==> src/core/ppm_pkg.sv <==
// Package for the power management control/status register bank.
// Operation
// - Wake status sets on every wake event held for two or more cycles, whatever the wake enable holds.
// - Writing one to wake status clears it and drops the wake output.
// - Wake output is only asserted while wake enable is set.
// - Wake enable survives primary reset; only global reset clears it.
// - Power state field reads the present state; a write sets a new one unless primary reset is asserted.
// - Data scale field always reads zero.
// - Data select field always reads zero and ignores writes.
// - Reserved bits of both registers read zero.
// - A write leaving D3hot for D0 issues an internal reset of the function's registers.
// - This control/status register keeps its contents through that internal reset.
// - Bus power/clock control enable bit always reads one.
// - D3hot secondary bus action bit reads one: secondary clock is stopped.
// - Secondary bus action bit has meaning only while the enable bit is one.
package ppm_pkg;
    localparam int ADDR_W = 8;
    localparam int DATA_W = 32;
    localparam logic [7:0] OFS_PM_CSR = 8'ha4;
    localparam logic [7:0] OFS_PM_BSE = 8'ha6;
    localparam logic [7:0] OFS_IRQ_STAT = 8'hb0;
    localparam logic [7:0] OFS_IRQ_MASK = 8'hb4;
    localparam int BIT_WAKE_STS = 15;
    localparam int BIT_WAKE_EN = 8;
    localparam int PS_LO = 0;
    localparam int PS_HI = 1;
    localparam logic [7:0] BSE_VALUE = 8'hc0;
    localparam int IRQ_W = 2;
    localparam int IRQ_WAKE = 0;
    localparam int IRQ_PSCHG = 1;

    typedef enum logic [1:0] {
        PS_D0 = 2'h0,
        PS_D1 = 2'h1,
        PS_D2 = 2'h2,
        PS_D3HOT = 2'h3
    } ppm_pstate_t;

    typedef struct packed {
        logic [ADDR_W-1:0] addr;
        logic [DATA_W-1:0] wdata;
        logic wr;
        logic rd;
    } ppm_bus_req_t;

    typedef struct packed {
        logic wake_sts;
        logic wake_en;
        ppm_pstate_t pstate;
        logic [IRQ_W-1:0] irq_sts;
        logic [IRQ_W-1:0] irq_mask;
        logic [DATA_W-1:0] rdata;
        logic func_rst;
        logic [2:0] wake_sync;
    } ppm_state_t;
endpackage

==> src/core/ppm_csr.sv <==
// Power management control/status register bank for one socket function.
//
// The strobed register port was decided locally.
`timescale 1ns/10ps
`default_nettype none
module ppm_csr (
    input wire logic CORE_CLK,
    input wire logic RST,
    input wire logic PRIMARY_RESET,
    input wire ppm_pkg::ppm_bus_req_t BUS_REQ,
    output logic [ppm_pkg::DATA_W-1:0] BUS_RDATA,
    input wire logic WAKE_EVENT,
    output logic WAKE_OUT,
    output logic FUNC_RESET,
    output ppm_pkg::ppm_pstate_t POWER_STATE,
    output logic SEC_CLK_STOP,
    output logic IRQ
);
    import ppm_pkg::*;

    ppm_state_t st_r;
    ppm_state_t st_nxt;

    function automatic logic hit(input logic [ADDR_W-1:0] a, input logic [7:0] ofs);
        hit = (a == ofs);
    endfunction

    logic wake_evt;
    assign wake_evt = st_r.wake_sync[1] & st_r.wake_sync[2];

    always_comb begin
        st_nxt = st_r;
        st_nxt.wake_sync = {st_r.wake_sync[1:0], WAKE_EVENT};
        st_nxt.func_rst = 1'b0;
        st_nxt.rdata = '0;
        // Primary reset leaves the wake enable alone; it only drops power state.
        if (PRIMARY_RESET) begin
            st_nxt.pstate = PS_D0;
        end
        if (BUS_REQ.wr && hit(BUS_REQ.addr, OFS_PM_CSR)) begin
            if (BUS_REQ.wdata[BIT_WAKE_STS]) begin
                st_nxt.wake_sts = 1'b0;
            end
            st_nxt.wake_en = BUS_REQ.wdata[BIT_WAKE_EN];
            if (!PRIMARY_RESET) begin
                st_nxt.pstate = ppm_pstate_t'(BUS_REQ.wdata[PS_HI:PS_LO]);
                if (st_r.pstate == PS_D3HOT && BUS_REQ.wdata[PS_HI:PS_LO] == PS_D0) begin
                    // This register is not in the reset scope of the pulse.
                    st_nxt.func_rst = 1'b1;
                end
                if (BUS_REQ.wdata[PS_HI:PS_LO] != st_r.pstate) begin
                    st_nxt.irq_sts[IRQ_PSCHG] = 1'b1;
                end
            end
        end
        if (BUS_REQ.wr && hit(BUS_REQ.addr, OFS_IRQ_STAT)) begin
            st_nxt.irq_sts = st_r.irq_sts & ~BUS_REQ.wdata[IRQ_W-1:0];
        end
        if (BUS_REQ.wr && hit(BUS_REQ.addr, OFS_IRQ_MASK)) begin
            st_nxt.irq_mask = BUS_REQ.wdata[IRQ_W-1:0];
        end
        // A wake event in the same cycle as a clear wins over the clear.
        if (wake_evt) begin
            st_nxt.wake_sts = 1'b1;
            st_nxt.irq_sts[IRQ_WAKE] = 1'b1;
        end
        if (BUS_REQ.rd) begin
            if (hit(BUS_REQ.addr, OFS_PM_CSR)) begin
                // Data scale, data select and reserved bits stay zero.
                st_nxt.rdata[BIT_WAKE_STS] = st_r.wake_sts;
                st_nxt.rdata[BIT_WAKE_EN] = st_r.wake_en;
                st_nxt.rdata[PS_HI:PS_LO] = st_r.pstate;
            end else if (hit(BUS_REQ.addr, OFS_PM_BSE)) begin
                st_nxt.rdata[7:0] = BSE_VALUE;
            end else if (hit(BUS_REQ.addr, OFS_IRQ_STAT)) begin
                st_nxt.rdata[IRQ_W-1:0] = st_r.irq_sts;
            end else if (hit(BUS_REQ.addr, OFS_IRQ_MASK)) begin
                st_nxt.rdata[IRQ_W-1:0] = st_r.irq_mask;
            end
        end
    end

    always_ff @(posedge CORE_CLK) begin
        if (RST) begin
            st_r <= '0;
        end else begin
            st_r <= st_nxt;
        end
    end

    assign BUS_RDATA = st_r.rdata;
    assign WAKE_OUT = st_r.wake_sts & st_r.wake_en;
    assign FUNC_RESET = st_r.func_rst;
    assign POWER_STATE = st_r.pstate;
    // The action bit is constant one and the enable bit is constant one.
    assign SEC_CLK_STOP = BSE_VALUE[7] & BSE_VALUE[6] & (st_r.pstate == PS_D3HOT);
    assign IRQ = |(st_r.irq_sts & st_r.irq_mask);
endmodule
`default_nettype wire

==> config.mk <==
export PLATFORM = sky130hd
export DESIGN_NAME = ppm_csr
export DESIGN_NICKNAME = d
export VERILOG_FILES = /design/src/core/ppm_pkg.sv /design/src/core/ppm_csr.sv
export SDC_FILE = /design/constraint.sdc
export NUM_CORES = 1
export LEC_CHECK = 0
export BUFFER_PORTS_ARGS = -buffer_cell sky130_fd_sc_hd__buf_2
export CORE_MARGIN = 4
export CORE_UTILIZATION = 40
export CTS_CLUSTER_SIZE = 20
export DETAILED_ROUTE_END_ITERATION = 10
export GPL_TIMING_DRIVEN = 0
export PLACE_DENSITY = 0.93
export SYNTH_ARGS = -nofsm -noshare
export SYNTH_HDL_FRONTEND = slang
export SYNTH_SLANG_ARGS = --single-unit
==> constraint.sdc <==
create_clock -name CORE_CLK -period 2.25 [get_ports CORE_CLK]
set_input_delay 0.225 -clock CORE_CLK [delete_from_list [all_inputs] [get_ports CORE_CLK]]
set_output_delay 0.225 -clock CORE_CLK [all_outputs]
set_load 0.01 [all_outputs]
==> impl_metrics.ini <==
[detailed_routing]
detail-route-antenna-nets = 0
drt-pass1-iter-count = 4
remaining_drc_errors = 0
routed_wl_um = 1890
dr.first_iter.drc_count = 9
wire_per_inst_um = 9.97
drt-vias-per-instance = 4.16
vias = 787

[synthesis]
synthesis.area_um2 = 971
synth_cell_type_count = 27
postSynthCellCount = 103
yosysWarnings = 0
synthTopCellsByArea = dfxtp_1 35%, buf_4 26%, mux2i_1 5.2%, mux2_2 2.3%, nor2_1 2.3%
async_flop_share_pct = 0
ys_seq_elements = 17
synth_top_area_share_pct = 35.1
synth_top_area_cell = dfxtp_1
yosysSeqAreaShare_pct = 35.1
synth_ff_type = dfxtp_1
avgSynthCellArea_um2 = 9.43
synth_edf_count = 0

[worst_hold_path]
hp-class = in -> reg
min-delay-start = BUS_REQ[17]

[finish]
final_cell_mix = 34 x buf_4, 29 x buf_2, 26 x conb_1
nets = 208
fillers = 224
layout_commonest_cell = buf_4
antenna_cells = 0
drive_gt1_share_pct = 45.3
area_delta_synth_final_pct = 31.1

[worst_setup_path]
slowest_delay_ns = 0.57
cp-start-kind = input port
startpoint = BUS_REQ[37]
r2r_start = POWER_STATE[0]
cp-end-kind = flip-flop
path_cells = buf_2, or4b_4, nor3b_4, a21oi_1, a211oi_1
path_class = in -> reg
critPathTopFamily = simple AND/OR/NAND/NOR gates
ff2ff_setup_slack_ns = 1.21
required_ns = 2.45
critPathArrivalTime_ns = 1.58
cp_num_buf_inv = 1
crit_path_max_fanout = 5
cp_slowest_cell = or4b_4

[grt]
grt_overflow_total = 0
grt_pass1_wl_um = 3070
track_usage_pct = 11.9
antenna_found_initial = 0
grt_pass1_vias = 738
grt_max_degree = 11

[power_and_ir_drop]
peakVddDrop_mv = 0.279
seq_power_share_pct = 54.6
power_frac_clock_pct = 28.3
p_sw_share_pct = 24.9
internal_power_w = 0.000419
combPwrFrac_pct = 17.1
p_per_area_nw_per_um2 = 438
leakage_nw = 0.689
power.switching_w = 0.000139

[sta]
clock.fmax_mhz = 727
layout_min_cycle_time_ns = 1.37
fin_crit_sh_pct = 61.1
tightest_slew_ns = 0.625
hold_viol_final = 0
max_slew_margin_pct = 57.8
skew_ns = 0.00547
setup_tns_ns = 0
worst_slack_ns = 0.875
finalMaxSlewViolations = 0
finalSetupViolations = 0
rsz0062_at_grt = no

[run]
drv_cap = 0

[clocking]
clk_pin_slew_worst_paths_ns = 0.10
htree_levels = 1
ctsHoldBuffers = 0
cts_resized = 0
cts_buffers = 3
cts_tree = done
insertion_delay_ns = 0.29
clock_path_buffers = 2
cts.sink_count = 17
post_cts_buffers = 0
clockRootBuffer = clkbuf_4

[floorplanning]
die_w_um = 57.3
pin_count = 84
die_h_um = 57.3
die_area_um2 = 3280
fp-row-count = 17
coreArea_um2 = 2250
start_util_pct = 43.1

[run_status]
status = finished, final reports clean

[placed_design]
place.gp.congestion = 0.856
dp_slack_ns = 0.577
dp_hpwl_um = 1650
numPortBuffers = 29
-- per-stage QoR --
step           total power, W  hold slack (ns)  cell area, µm²  cells  util, %
4_1_cts              0.000566            0.110            1270    189     56.4
2_1_floorplan        0.000379            0.297            1060    128        -
3_5_place_dp         0.000405            0.429            1240    185     55.2
5_1_grt              0.000592            0.130            1270    189     56.4
6_report             0.000558            0.117            1270    189     56.4
3_3_place_gp         0.000403            0.415            1240    185     55.2
-- final cells by class --
cell class | instances | area, µm² | share of cell area [%]
Multi-Input combinational cell | 75 | 454 | 35.7
Sequential cell | 17 | 340 | 26.7
Buffer | 35 | 267 | 20.9
Timing Repair Buffer | 29 | 145 | 11.4
Tap cell | 28 | 35.0 | 2.75
Clock buffer | 3 | 22.5 | 1.77
Clock inverter | 1 | 5.00 | 0.393
Inverter | 1 | 3.75 | 0.295
-- worst paths after layout --
check	to	depth (start not counted)
setup / recovery	st_r[39]	5
hold / removal	st_r[43]	2
setup reg to reg	st_r[39]	4
hold reg to reg	st_nxt[2]	1
-- routing by layer --
metal	wire [µm]	global-route usage (%)	up-vias
met3	194	4.75	4
met5	0	0	-
li1	-	-	409
met1	664	11.8	338
met4	27	4.64	0
met2	999	21.9	36
-- state kept, by name (all words and copies together), names as in the netlist --
| register | cells |
|---|---|
| POWER_STATE | 2 |
| BUS_RDATA | 5 |
| st_nxt | 2 |
| FUNC_RESET | 1 |
| st_r | 7 |
-- power groups by stage --
stage / registers (W) / clock network [W] / logic, W
2_1_floorplan: 0.000311 / 0 / 0.0000682
3_3_place_gp: 0.000311 / 0 / 0.0000920
3_5_place_dp: 0.000312 / 0 / 0.0000929
4_1_cts: 0.000305 / 0.000169 / 0.0000930
5_1_grt: 0.000305 / 0.000181 / 0.000106
6_report: 0.000305 / 0.000158 / 0.0000953
-- Yosys cell counts (all sizes together), types with 2 or more instances --
library cell,n
buf,35
mux2i,5
nor2b,3
mux2,2
nand2,4
nor3,4
and3,2
a311oi,2
nor2,6
xnor2,2
and3b,2
a32o,2
and2,2
a21oi,4
dfxtp,17
-- worst register-to-register path: stages, from the launching register on --
cell and delay, ns:
dfxtp_1 0.43, xnor2_1 0.09, a21oi_1 0.15, a21oi_1 0.08
a211oi_1 0.21
-- kinds of logic after synthesis --
group	count (synthesis)	share of synthesized area (%)
AO/OA/AOI/OAI	10	7.60
XOR/XNOR	2	1.80
buffers and inverters	36	27.8
flip-flops	17	35.1
multiplexers	7	7.47
other	1	0.386
AND/OR/NAND/NOR	30	19.8
(Power assumes the default switching activity.)
